==> config.mk <==
export PLATFORM = sky130hd
export DESIGN_NAME = cpu_register_set
export DESIGN_NICKNAME = d
export VERILOG_FILES = /design/src/common/cpu_regs_pkg.sv /design/src/stack_ram.sv /design/src/ea_adder.sv /design/src/cpu_register_set.sv
export SDC_FILE = /design/constraint.sdc
export NUM_CORES = 2
export LEC_CHECK = 0
export BUFFER_PORTS_ARGS = -buffer_cell sky130_fd_sc_hd__buf_4
export CORE_MARGIN = 10
export CORE_UTILIZATION = 57
export DETAILED_ROUTE_END_ITERATION = 10
export PLACE_DENSITY_LB_ADDON = 0.05
export REMOVE_ABC_BUFFERS = 1
export SETUP_SLACK_MARGIN = 0.5
export SLEW_MARGIN = 20
export SYNTH_ARGS = -nofsm -noshare
export SYNTH_HDL_FRONTEND = slang
export SYNTH_SLANG_ARGS = --single-unit
==> constraint.sdc <==
create_clock -name sys_clk -period 26.1 [get_ports sys_clk]
set_input_delay 1.305 -clock sys_clk [delete_from_list [all_inputs] [get_ports sys_clk]]
set_output_delay 1.305 -clock sys_clk [all_outputs]
set_load 0.01 [all_outputs]
==> src/common/cpu_regs_pkg.sv <==
/*
 Package for the programmer-visible register set: register offsets,
 field positions, reset values and the core step command codes.
 Assumes the register port carries an 8-bit address and 8-bit data.
*/
package cpu_regs_pkg;

	// ----------------------------------------------------------------
	// Widths
	// ----------------------------------------------------------------
	localparam int DATA_W = 8;
	localparam int RADDR_W = 8;
	localparam int PC_W = 16;
	localparam int STACK_IDX_W = 9;

	// ----------------------------------------------------------------
	// Register offsets
	// ----------------------------------------------------------------
	localparam logic [7:0] WORK_OFS = 8'h00;
	localparam logic [7:0] IDX_ONE_OFS = 8'h01;
	localparam logic [7:0] IDX_TWO_OFS = 8'h02;
	localparam logic [7:0] STACK_PTR_OFS = 8'h03;
	localparam logic [7:0] PC_LOW_OFS = 8'h04;
	localparam logic [7:0] PC_HIGH_OFS = 8'h05;
	localparam logic [7:0] STATUS_OFS = 8'h06;
	localparam logic [7:0] CPU_MODE_OFS = 8'h3B;

	// ----------------------------------------------------------------
	// Fields and page bytes
	// ----------------------------------------------------------------
	localparam int STACK_PAGE_POS = 2;
	localparam logic [7:0] PAGE_ZERO_HI = 8'h00;
	localparam logic [7:0] PAGE_ONE_HI = 8'h01;

	// ----------------------------------------------------------------
	// Reset values
	// ----------------------------------------------------------------
	localparam logic [7:0] WORK_RST = 8'h00;
	localparam logic [7:0] IDX_RST = 8'h00;
	localparam logic [7:0] STACK_PTR_RST = 8'hFF;
	localparam logic [15:0] PC_RST = 16'h0000;
	localparam logic [7:0] STATUS_RST = 8'h00;
	localparam logic [7:0] CPU_MODE_RST = 8'h00;

	// ----------------------------------------------------------------
	// Core step commands
	// ----------------------------------------------------------------
	typedef enum logic [3:0] {
		OP_NONE,
		OP_PUSH_ACCUM,
		OP_POP_ACCUM,
		OP_PUSH_STATUS_WORD,
		OP_POP_STATUS_WORD,
		OP_UNSUPPORTED_ONE,
		OP_UNSUPPORTED_TWO,
		OP_OSCILLATION_HALT,
		OP_WAIT,
		OP_PRODUCT,
		OP_QUOTIENT,
		OP_FETCH_STEP,
		OP_JUMP,
		OP_EA_INDEX_ONE,
		OP_EA_INDEX_TWO
	} op_t;

endpackage

==> src/stack_ram.sv <==
/*
 Stack memory: one write port and one read port, read data registered.
 Assumes a single clock; the memory array itself is not reset.
*/
`timescale 1ns/1ps
module stack_ram #(
	parameter int AW = 9,
	parameter int DW = 8
) (
	// Clock and reset
	input wire logic clk,
	input wire logic rst_b,
	// Write port
	input wire logic wrEn,
	input wire logic [AW-1:0] wrAddr,
	input wire logic [DW-1:0] wrData,
	// Read port
	input wire logic rdEn,
	input wire logic [AW-1:0] rdAddr,
	output logic [DW-1:0] rdData_q
);

	logic [DW-1:0] mem [0:(1<<AW)-1];

	always_ff @(posedge clk)
	begin
		if (wrEn)
		begin
			mem[wrAddr] <= wrData;
		end
	end

	always_ff @(posedge clk or negedge rst_b)
	begin
		if (!rst_b)
		begin
			rdData_q <= '0;
		end
		else if (rdEn)
		begin
			rdData_q <= mem[rdAddr];
		end
	end

endmodule

==> src/ea_adder.sv <==
/*
 Effective address adder: operand plus an 8-bit index register.
 Assumes the sum wraps within 16 bits, as an address does.
*/
`timescale 1ns/1ps
module ea_adder (
	// Operands
	input wire logic [15:0] operand,
	input wire logic [7:0] index,
	// Result
	output logic [15:0] effAddr
);

	logic [16:0] sum;

	always_comb
	begin
		sum = {1'b0, operand} + {9'h000, index};
		effAddr = sum[15:0];
	end

endmodule

==> src/cpu_register_set.sv <==
/*
 Programmer-visible register set of an 8-bit core: working register,
 two index registers, stack pointer with page select, program counter,
 status byte and CPU mode register, plus the stack and the extra
 operations that use them.
 Assumes register port and step port are driven on sys_clk; at most
 one step per cycle, accepted only while opBusy is low.
*/
// Our own choices: the address map and the plain strobed port.
`timescale 1ns/1ps
module cpu_register_set (
	// Clock and reset
	input wire logic sys_clk,
	input wire logic rst_b,
	// Register port
	input wire logic [7:0] regAddr,
	input wire logic [7:0] regWrData,
	input wire logic regWrEn,
	input wire logic regRdEn,
	output logic [7:0] regRdData_q,
	// Core step port
	input wire logic opValid,
	input wire cpu_regs_pkg::op_t opCode,
	input wire logic [15:0] opOperand,
	input wire logic wake,
	// Status towards the core
	output logic opBusy_q,
	output logic opBad_q,
	output logic haltReq_q,
	output logic waitReq_q,
	output logic [15:0] effAddr_q,
	output logic [15:0] fetchAddr_q,
	output logic [15:0] stackAddr_q
);

	// ----------------------------------------------------------------
	// State
	// ----------------------------------------------------------------
	typedef enum logic [0:0] {
		ST_IDLE,
		ST_POP_WAIT
	} state_t;

	state_t state_q;
	logic [7:0] work_q;
	logic [7:0] idxOne_q;
	logic [7:0] idxTwo_q;
	logic [7:0] sp_q;
	logic [7:0] sp_d;
	logic [7:0] status_q;
	logic [7:0] mode_q;
	logic [7:0] mode_d;
	logic [7:0] pcLow_q;
	logic [7:0] pcHigh_q;
	logic popToWork_q;

	logic opTake;
	logic isPush;
	logic isPop;
	logic [7:0] pushData;
	logic [7:0] spInc;
	logic [7:0] spDec;
	logic [8:0] stackWrIdx;
	logic [8:0] stackRdIdx;
	logic [7:0] popData;
	logic [15:0] product;
	logic [15:0] dividend;
	logic [15:0] quotient;
	logic [15:0] remainder;
	logic divZero;
	logic [7:0] eaIndex;
	logic [15:0] eaSum;
	logic [15:0] pcNow;
	logic [15:0] pcInc;

	assign opTake = opValid && (state_q == ST_IDLE);
	assign isPush = opTake && (opCode == cpu_regs_pkg::OP_PUSH_ACCUM
		|| opCode == cpu_regs_pkg::OP_PUSH_STATUS_WORD);
	assign isPop = opTake && (opCode == cpu_regs_pkg::OP_POP_ACCUM
		|| opCode == cpu_regs_pkg::OP_POP_STATUS_WORD);

	// ----------------------------------------------------------------
	// Stack pointer and mode register
	// ----------------------------------------------------------------
	// eight-bit wrap
	assign spInc = sp_q + 8'h01;
	assign spDec = sp_q - 8'h01;

	always_comb
	begin
		sp_d = sp_q;
		if (regWrEn && regAddr == cpu_regs_pkg::STACK_PTR_OFS)
		begin
			sp_d = regWrData;
		end
		else if (isPush)
		begin
			sp_d = spDec;
		end
		else if (isPop)
		begin
			sp_d = spInc;
		end
	end

	always_comb
	begin
		mode_d = mode_q;
		if (regWrEn && regAddr == cpu_regs_pkg::CPU_MODE_OFS)
		begin
			mode_d = regWrData;
		end
	end

	always_ff @(posedge sys_clk or negedge rst_b)
	begin
		if (!rst_b)
		begin
			sp_q <= cpu_regs_pkg::STACK_PTR_RST;
			mode_q <= cpu_regs_pkg::CPU_MODE_RST;
			stackAddr_q <= {cpu_regs_pkg::PAGE_ZERO_HI,
				cpu_regs_pkg::STACK_PTR_RST};
		end
		else
		begin
			// pointer is the low address byte
			sp_q <= sp_d;
			mode_q <= mode_d;
			stackAddr_q <= {mode_d[cpu_regs_pkg::STACK_PAGE_POS]
				? cpu_regs_pkg::PAGE_ONE_HI
				: cpu_regs_pkg::PAGE_ZERO_HI, sp_d};
		end
	end

	// ----------------------------------------------------------------
	// Stack memory
	// ----------------------------------------------------------------
	// Page bit and pointer form the index, so wrap never leaves a page
	assign stackWrIdx = {mode_q[cpu_regs_pkg::STACK_PAGE_POS], sp_q};
	assign stackRdIdx = {mode_q[cpu_regs_pkg::STACK_PAGE_POS], spInc};
	assign pushData = (opCode == cpu_regs_pkg::OP_PUSH_ACCUM)
		? work_q : status_q;

	// push and pop move bytes through the stack
	stack_ram #(
		.AW(cpu_regs_pkg::STACK_IDX_W),
		.DW(cpu_regs_pkg::DATA_W)
	) stackMem (
		.clk(sys_clk),
		.rst_b(rst_b),
		.wrEn(isPush),
		.wrAddr(stackWrIdx),
		.wrData(pushData),
		.rdEn(isPop),
		.rdAddr(stackRdIdx),
		.rdData_q(popData)
	);

	// ----------------------------------------------------------------
	// Pop sequencing
	// ----------------------------------------------------------------
	// Read data is registered, so a pop holds the step port one cycle
	always_ff @(posedge sys_clk or negedge rst_b)
	begin
		if (!rst_b)
		begin
			state_q <= ST_IDLE;
			popToWork_q <= 1'b0;
			opBusy_q <= 1'b0;
		end
		else
		begin
			unique case (state_q)
				ST_IDLE:
				begin
					if (isPop)
					begin
						state_q <= ST_POP_WAIT;
						popToWork_q <= (opCode == cpu_regs_pkg::OP_POP_ACCUM);
						opBusy_q <= 1'b1;
					end
				end
				ST_POP_WAIT:
				begin
					state_q <= ST_IDLE;
					opBusy_q <= 1'b0;
				end
			endcase
		end
	end

	// ----------------------------------------------------------------
	// Arithmetic
	// ----------------------------------------------------------------
	// multiply and divide on the working register
	// Both factors widened so the full product is formed, not a wrapped byte
	assign product = {8'h00, work_q} * {8'h00, opOperand[7:0]};
	assign dividend = {idxOne_q, work_q};
	assign divZero = (opOperand[7:0] == 8'h00);
	// Zero divisor would be undefined; the divide then only raises opBad_q
	assign quotient = divZero ? 16'h0000
		: dividend / {8'h00, opOperand[7:0]};
	assign remainder = divZero ? 16'h0000
		: dividend % {8'h00, opOperand[7:0]};

	// ----------------------------------------------------------------
	// Working and index registers
	// ----------------------------------------------------------------
	always_ff @(posedge sys_clk or negedge rst_b)
	begin
		if (!rst_b)
		begin
			work_q <= cpu_regs_pkg::WORK_RST;
		end
		else if (regWrEn && regAddr == cpu_regs_pkg::WORK_OFS)
		begin
			work_q <= regWrData;
		end
		else if (state_q == ST_POP_WAIT && popToWork_q)
		begin
			work_q <= popData;
		end
		else if (opTake && opCode == cpu_regs_pkg::OP_PRODUCT)
		begin
			work_q <= product[7:0];
		end
		else if (opTake && opCode == cpu_regs_pkg::OP_QUOTIENT && !divZero)
		begin
			work_q <= quotient[7:0];
		end
	end

	always_ff @(posedge sys_clk or negedge rst_b)
	begin
		if (!rst_b)
		begin
			idxOne_q <= cpu_regs_pkg::IDX_RST;
		end
		else if (regWrEn && regAddr == cpu_regs_pkg::IDX_ONE_OFS)
		begin
			idxOne_q <= regWrData;
		end
		else if (opTake && opCode == cpu_regs_pkg::OP_PRODUCT)
		begin
			idxOne_q <= product[15:8];
		end
		else if (opTake && opCode == cpu_regs_pkg::OP_QUOTIENT && !divZero)
		begin
			idxOne_q <= remainder[7:0];
		end
	end

	always_ff @(posedge sys_clk or negedge rst_b)
	begin
		if (!rst_b)
		begin
			idxTwo_q <= cpu_regs_pkg::IDX_RST;
		end
		else if (regWrEn && regAddr == cpu_regs_pkg::IDX_TWO_OFS)
		begin
			idxTwo_q <= regWrData;
		end
	end

	always_ff @(posedge sys_clk or negedge rst_b)
	begin
		if (!rst_b)
		begin
			status_q <= cpu_regs_pkg::STATUS_RST;
		end
		else if (regWrEn && regAddr == cpu_regs_pkg::STATUS_OFS)
		begin
			status_q <= regWrData;
		end
		else if (state_q == ST_POP_WAIT && !popToWork_q)
		begin
			status_q <= popData;
		end
	end

	// ----------------------------------------------------------------
	// Effective address
	// ----------------------------------------------------------------
	assign eaIndex = (opCode == cpu_regs_pkg::OP_EA_INDEX_TWO)
		? idxTwo_q : idxOne_q;

	ea_adder eaUnit (
		.operand(opOperand),
		.index(eaIndex),
		.effAddr(eaSum)
	);

	always_ff @(posedge sys_clk or negedge rst_b)
	begin
		if (!rst_b)
		begin
			effAddr_q <= 16'h0000;
		end
		else if (opTake && (opCode == cpu_regs_pkg::OP_EA_INDEX_ONE
			|| opCode == cpu_regs_pkg::OP_EA_INDEX_TWO))
		begin
			effAddr_q <= eaSum;
		end
	end

	// ----------------------------------------------------------------
	// Program counter
	// ----------------------------------------------------------------
	assign pcNow = {pcHigh_q, pcLow_q};
	assign pcInc = pcNow + 16'h0001;

	always_ff @(posedge sys_clk or negedge rst_b)
	begin
		if (!rst_b)
		begin
			pcLow_q <= cpu_regs_pkg::PC_RST[7:0];
			pcHigh_q <= cpu_regs_pkg::PC_RST[15:8];
		end
		else if (opTake && opCode == cpu_regs_pkg::OP_JUMP)
		begin
			pcLow_q <= opOperand[7:0];
			pcHigh_q <= opOperand[15:8];
		end
		else if (opTake && opCode == cpu_regs_pkg::OP_FETCH_STEP)
		begin
			pcLow_q <= pcInc[7:0];
			pcHigh_q <= pcInc[15:8];
		end
		else
		begin
			if (regWrEn && regAddr == cpu_regs_pkg::PC_LOW_OFS)
			begin
				pcLow_q <= regWrData;
			end
			if (regWrEn && regAddr == cpu_regs_pkg::PC_HIGH_OFS)
			begin
				pcHigh_q <= regWrData;
			end
		end
	end

	always_ff @(posedge sys_clk or negedge rst_b)
	begin
		if (!rst_b)
		begin
			fetchAddr_q <= cpu_regs_pkg::PC_RST;
		end
		else if (opTake && opCode == cpu_regs_pkg::OP_JUMP)
		begin
			fetchAddr_q <= opOperand;
		end
		else if (opTake && opCode == cpu_regs_pkg::OP_FETCH_STEP)
		begin
			fetchAddr_q <= pcInc;
		end
		else if (regWrEn && regAddr == cpu_regs_pkg::PC_LOW_OFS)
		begin
			fetchAddr_q <= {pcHigh_q, regWrData};
		end
		else if (regWrEn && regAddr == cpu_regs_pkg::PC_HIGH_OFS)
		begin
			fetchAddr_q <= {regWrData, pcLow_q};
		end
	end

	// ----------------------------------------------------------------
	// Halt, wait and refused steps
	// ----------------------------------------------------------------
	// halt and wait requests, set wins over wake
	always_ff @(posedge sys_clk or negedge rst_b)
	begin
		if (!rst_b)
		begin
			haltReq_q <= 1'b0;
			waitReq_q <= 1'b0;
		end
		else
		begin
			if (opTake && opCode == cpu_regs_pkg::OP_OSCILLATION_HALT)
			begin
				haltReq_q <= 1'b1;
			end
			else if (wake)
			begin
				haltReq_q <= 1'b0;
			end
			if (opTake && opCode == cpu_regs_pkg::OP_WAIT)
			begin
				waitReq_q <= 1'b1;
			end
			else if (wake)
			begin
				waitReq_q <= 1'b0;
			end
		end
	end

	always_ff @(posedge sys_clk or negedge rst_b)
	begin
		if (!rst_b)
		begin
			opBad_q <= 1'b0;
		end
		else
		begin
			opBad_q <= opTake
				&& (opCode == cpu_regs_pkg::OP_UNSUPPORTED_ONE
				|| opCode == cpu_regs_pkg::OP_UNSUPPORTED_TWO
				|| (opCode == cpu_regs_pkg::OP_QUOTIENT && divZero));
		end
	end

	// ----------------------------------------------------------------
	// Register read port
	// ----------------------------------------------------------------
	always_ff @(posedge sys_clk or negedge rst_b)
	begin
		if (!rst_b)
		begin
			regRdData_q <= 8'h00;
		end
		else if (regRdEn)
		begin
			unique case (regAddr)
				cpu_regs_pkg::WORK_OFS: regRdData_q <= work_q;
				cpu_regs_pkg::IDX_ONE_OFS: regRdData_q <= idxOne_q;
				cpu_regs_pkg::IDX_TWO_OFS: regRdData_q <= idxTwo_q;
				cpu_regs_pkg::STACK_PTR_OFS: regRdData_q <= sp_q;
				cpu_regs_pkg::PC_LOW_OFS: regRdData_q <= pcLow_q;
				cpu_regs_pkg::PC_HIGH_OFS: regRdData_q <= pcHigh_q;
				cpu_regs_pkg::STATUS_OFS: regRdData_q <= status_q;
				cpu_regs_pkg::CPU_MODE_OFS: regRdData_q <= mode_q;
				default: regRdData_q <= 8'h00;
			endcase
		end
		else
		begin
			regRdData_q <= 8'h00;
		end
	end

endmodule

Yosys cells after proc, flatten, opt, wreduce, memory -nomap -nowiden
Memories as Yosys holds them, arrays and structs flattened. A register that Yosys moved wholly into a read port is not among the register bits.
Cells that the tools add are included.
{ "totals": {"mem_bits_rw": 4096, "elab_cells": 131, "romBits": 0, "inputBits": 42, "out_inout_bits": 60, "regBits": 119, "memories": 1, "latch_bits": 0} }
{ "classes": {"n_div": 2, "n_eq_ne": 22, "order_cmp": 0, "mul": 1, "addsub": 4, "shifts": 0, "bitwise": 1, "n_mux": 39, "n_reduce_logical": 42} }
{ "mem_list": {"columns": ["name", "words", "width", "rd", "rd_clocked_by_memory_dff", "wr", "line", "text"], "rows": [
  ["stackMem.mem", 512, 8, 1, 1, 1, "stack_ram.sv:23", "logic [DW-1:0] mem [0:(1<<AW)-1];"]
]} }
{ "ops": {"columns": ["op", "n"], "rows": [
  ["two-way mux 8 bit", 23],
  ["two-way mux 16 bit", 4],
  ["case mux 8 bit (8 select lines)", 1],
  ["equality test 4 bit, second input constant", 7],
  ["equality test 8 x 3 -> 1 bit, second input constant", 3],
  ["logical AND 1 bit", 23],
  ["adder 16 x 1 -> 16 bit, second input constant", 1],
  ["adder 16 x 8 -> 16 bit", 1],
  ["divider 16 x 8 -> 16 bit", 1],
  ["equality test 4 x 3 -> 1 bit, second input constant", 4],
  ["equality test 8 x 2 -> 1 bit, second input constant", 2],
  ["logical NOT 8 bit", 2],
  ["modulo 16 x 8 -> 16 bit", 1],
  ["multiplier 8 x 8 -> 16 bit", 1],
  ["nonzero test 3 bit", 3],
  ["adder 8 x 1 -> 8 bit, second input constant", 1],
  ["equality test 4 x 2 -> 1 bit, second input constant", 2],
  ["equality test 8 x 1 -> 1 bit, second input constant", 1],
  ["equality test 8 x 6 -> 1 bit, second input constant", 1],
  ["two-way mux 1 bit", 8],
  ["nonzero test 4 bit", 2],
  ["subtractor 8 x 1 -> 8 bit, second input constant", 1],
  ["nonzero test 2 bit", 3],
  ["logical OR 1 bit", 5],
  ["7 further kinds", 10]
]} }

Depth between registers and ports, before layout
{ "logic_depth": {"ltp_word": 8, "mapped_depth": 153, "mapped_depth_nobuf": 145} }

Cells and area by module
From an unflattened synthesis, not the netlist that was laid out.
{ "hier_totals": {"hier_cells": 9231, "area_unflattened_um2": 173497.6} }
{ "by_module_without_submodules": {"columns": ["mod", "instances", "area_each_um2", "cells_each", "seq_area_each_um2"], "rows": [
  ["stack_ram", 1, 158801.1, 7423, 123198.2],
  ["cpu_register_set", 1, 14199.9, 1747, 2762.6],
  ["ea_adder", 1, 496.7, 61, 0.0]
]} }

Least setup slack after synthesis
OpenSTA, ideal clock, no wires.
{ "synth_timing": {"path_kind": "input to register", "start": "input opOperand[4]", "end": "register idxOne_q[5]", "setup_time_ps": 65, "stages": 145, "path_slack_ps": -4264, "required_ps": 26035, "t_arrival_ps": 30299, "path_buffers": 9, "cell_sequence": "clkbuf_1 nor4_2 nand2_1 nor2_1 a21oi_1 a21oi_1 ha_1 o21a_1 o311ai_0 and3_1 ha_1 o211ai_1 a211oi_2 mux2i_1 inv_1 ha_1 o21a_1 or4_1 [109 not listed] nand4_2 mux2_2 ha_1 nor2b_1 o21ai_0 nand2b_1 a21o_1 a21o_1 o21ai_0 nand2b_1 a221o_1 a311oi_1 o2111ai_1 nor4_2 and2_1 buf_6 mux2_1 nand2_1"} }
{ "synth_via": {"elab_chain_len": 5, "elab_cells_between_ends": 10, "cone_classes": "1 x mul; 1 x div; 4 x mux; 4 x reduce/logical"} }
{ "synth_lines": {"columns": ["element", "line", "text"], "rows": [
  ["start, declared", "cpu_register_set.sv:24", "input wire logic [15:0] opOperand,"],
  ["modulo 16 x 8 -> 16 bit or logical NOT 8 bit (tied branches)", "cpu_register_set.sv:204, cpu_register_set.sv:199", null],
  ["two-way mux 8 bit", "cpu_register_set.sv:203", "assign remainder = divZero ? 16'h0000"],
  ["two-way mux 8 bit", "cpu_register_set.sv:247", "else if (opTake && opCode == cpu_regs_pkg::OP_QUOTIENT && !divZero)"],
  ["two-way mux 8 bit", "cpu_register_set.sv:243", "else if (opTake && opCode == cpu_regs_pkg::OP_PRODUCT)"],
  ["two-way mux 8 bit", "cpu_register_set.sv:239", "else if (regWrEn && regAddr == cpu_regs_pkg::IDX_ONE_OFS)"],
  ["end signal, assigned", "cpu_register_set.sv:241", "idxOne_q <= regWrData;"],
  ["end signal, assigned", "cpu_register_set.sv:245", "idxOne_q <= product[15:8];"],
  ["end signal, assigned", "cpu_register_set.sv:249", "idxOne_q <= remainder[7:0];"],
  ["end, declared", "cpu_register_set.sv:46", "logic [7:0] idxOne_q;"]
]} }
Parallel ways exist; a longest one is shown, timed or not. The select of a mux whose other input is x is not followed.
A chain may end at the register's enable or synchronous reset.

Final worst setup path
{ "layout_timing": {"start": "input opOperand[5]", "end": "register idxOne_q[5]"} }
Same word-level chain as after synthesis.

==> out/metrics.cfg <==
[timing]
slew_headroom_pct = 19.5
rsz0062_at_grt = true
maxSlewViolCount = 0
setup_viol = 9
post-route-period-util_pct = 103
tightest_slew_ns = 1.21
setup_slack_ns = -0.667
fin_skew_ns = 0.0510
max_freq_ghz = 0.0374
min_period_ns = 26.77
hold_viol = 0

[critical_path]
worstSetupStartpointType = input pin
path_delay_family = compound AO/OA/AOI/OAI gates
worstReg2RegEnd = idxOne_q[5]
r2r_setup_slack_ns = -0.38
reg2reg_from = idxOne_q[7]
reg2regPathDepth = 149
endpoint_kind = register
cpMostUsedCell = buf_4
slowest_stage = or3_4
critical_path_class = in -> reg
slowest_delay_ns = 0.37
crit_buf_inv = 29
crit_required_ns = 26.98
cp.arrival_ns = 27.65
path_max_fanout = 7

[routing]
routed_wl_mm = 433
wl_per_cell_um = 32.8
via_per_inst = 6.54
drt_iter0_drc = 10100
vias = 86500
drc = 0
postRouteAntennaNets = 0
first_pass_iters = 5

[clock_network]
cts_buffer_depth = 4
cts.clk_slew.worst_paths_ns = 0.07
clock_sinks = 4214
cts-buffers-inserted = 423
cts_root_buffer = clkbuf_16
cts_max_level = 5
cts_tree = built
clk_latency_ns = 0.95

[floorplan]
die_w_um = 570
row_count = 201
die_h_um = 570
start_util_pct = 57.3
ios = 102
dieArea_um2 = 324000
core_um2 = 300000

[cells_and_area]
fillers = 19600
finalNonFillerCells = 13200
areaGrowthSynthToFinish_pct = 14.2
nets = 9143
drive_above_1_share_pct = 32.1

[grt]
grt_overflow = 0
grt_usage_pct = 26.5
grt_max_degree = 225
antenna_found_initial = 23
grt_pass1_vias = 87300
grt_pass1_wl_mm = 632

[place]
port_buffers = 94
place_worst_setup_slack_ns = -4.02
dp_cells = 12300
gp_congestion = 0.883
hpwl_mm = 253

[synth]
syn-cell-area_um2 = 172000
ys.flop_type = edfxtp_1
synthCells = 8264
yosys_register_bits = 4214
syn_area_per_cell_um2 = 20.8
synth-edff-count = 4096
synth_top_area_share_pct = 71.5
synth_area_leaders = edfxtp_1 71%, mux4_2 18%, dfrtp_1 1.6%
ys_types = 97
yosysSeqAreaShare_pct = 73.2
async_flop_share_pct = 2.80
synth_warnings = 0
synth.largest_area_cell = edfxtp_1

[outcome]
violations = negative setup slack
status = complete, but fails checks

[run]
drv_cap = 0

[hold_path]
hp-class = in -> async

synth_stat cells (5+ instances only):
library cell  instances
dfrtp_1             110
a22oi_1              23
mux2i_1              32
nand3_1              57
o21a_1               37
and2_1               33
o21bai_1             17
a211oi_1              7
mux2_2               71
mux4_2             1360
or2_2                11
or3_1                11
ha_1                154
nand2_1             261
a21oi_1             109
nand2b_1             26
o22ai_1               6
xor2_1               36
a22o_1                8
inv_1                95
o211ai_1             28
nor4_1                7
o2111ai_1             9
o31ai_1              12
buf_4                13
a31oi_1              44
nor3_1               52
buf_1               102
buf_2                 6
xnor2_1              55
nand4_1              10
nor2b_1              12
and3_1               21
nor2_1              678
clkbuf_1            367
a221oi_1             13
nor3b_1               9
fa_1                 38
dfstp_2               8
edfxtp_1           4096
o21ai_1               5
a21o_1               31
o21ai_0              95
worst reg2reg max path, delay by kind of cell, from the launching register on:
kind / cells / cell delay [ns]
adder cells (fa/ha/maj): 15 / 4.00
buffers and inverters: 28 / 3.50
flip-flops: 1 / 0.42
AND/OR/NAND/NOR: 31 / 4.55
AO/OA/AOI/OAI: 66 / 11.44
multiplexers: 9 / 2.50
sequential cells by signal (all words and copies together), names as in the netlist, 7 cells and up:
signal,flops
fetchAddr_q,16
regRdData_q,8
pcHigh_q,8
mode_q,8
effAddr_q,16
sp_q,7
stackMem.rdData_q,8
idxTwo_q,8
pcLow_q,8
work_q,8
idxOne_q,8
status_q,8
stackMem.mem,4096
through the flow:
| stage | setup TNS, ns | area [µm²] | hold slack, ns | utilization [%] |
|---|---|---|---|---|
| floorplan | -238.08 | 170000 | 0.471 | - |
| global placement | -28.30 | 180000 | 0.466 | 59.9 |
| detailed placement | -36.91 | 180000 | 0.469 | 59.9 |
| CTS | -4.57 | 195000 | 0.396 | 65.1 |
| global route | -19.00 | 196000 | 0.470 | 65.4 |
| finish | -5.67 | 196000 | 0.431 | 65.4 |
cell usage in the layout, fill, tap and decap left out, types with 13 or more instances in the layout:
cell type / n
edfxtp_1: 4096
mux4_2: 1360
nor2_1: 667
buf_4: 659
clkbuf_16: 428
nand2_1: 237
ha_1: 121
dfrtp_1: 109
inv_1: 92
clkbuf_1: 87
clkinv_1: 83
a21oi_1: 81
o21ai_0: 81
clkinv_2: 79
bufinv_16: 56
xnor2_1: 54
nand3_1: 52
mux2_2: 51
nor3_1: 49
a31oi_1: 41
fa_1: 37
o21a_1: 36
xor2_1: 31
a21o_1: 30
ha_4: 30
o211ai_1: 28
and2_1: 28
mux2i_1: 27
a21oi_2: 26
nand2b_1: 24
buf_12: 20
and3_1: 19
a22oi_1: 19
buf_6: 18
clkinvlp_4: 17
mux2_4: 16
o21bai_1: 16
nand2_4: 16
a221oi_1: 13
worst max-delay path by stage:
stage,from,depth (start not counted),slack (ns),to
final,opOperand[5],153,-0.67,idxOne_q[5]
after global routing,opOperand[5],146,-2.17,idxOne_q[4]
after CTS,opOperand[4],145,-0.57,idxOne_q[2]
after detailed placement,opOperand[5],139,-4.02,idxOne_q[2]
after global placement,opOperand[6],136,-3.15,idxOne_q[4]
after floorplan,sp_q[0],8,-21.87,stackMem.rdData_q[0]
cells by family after synthesis:
logic type               after synthesis  synth area share, %
flip-flops                          4214                 73.2
multiplexers                        1469                 18.5
AND/OR/NAND/NOR                     1212                 3.01
buffers and inverters                586                 1.32
AO/OA/AOI/OAI                        499                 1.97
adder cells (fa/ha/maj)              192                 1.56
XOR/XNOR                              91                0.463
other                                  1              0.00218
layer usage:
metal | global-route usage (%) | share of wire (%) | up-vias
li1 | - | - | 35600
met1 | 39.0 | 41 | 46400
met2 | 42.0 | 48 | 3751
met3 | 4.64 | 8.0 | 714
met4 | 7.24 | 2.9 | 16
met5 | 0 | 0.021 | -
layout make-up:
type                            instances  area (µm²)  area share (%)
Sequential cell                      4214      126000            64.1
Inverter                               97         364           0.185
Antenna cell                           11        27.5          0.0140
Clock buffer                          520       11100            5.65
Tap cell                             3958        4950            2.52
Multi-Input combinational cell       3470       45400            23.1
Clock inverter                        261        2960            1.50
Timing Repair Buffer                  703        5720            2.91
timing repair:
| action | 4_1_cts | 5_1_grt |
|---|---|---|
| setup endpoints to repair | 10 | 10 |
| buffers inserted | 104 | 36 |
| resized for setup | 127 | 96 |
| pin swaps | 88 | 88 |
| hold buffers | 0 | 0 |
Power is left out: the tool's default activity adds up to more than one toggle a clock period on the data nets, which glitch-free logic cannot reach.
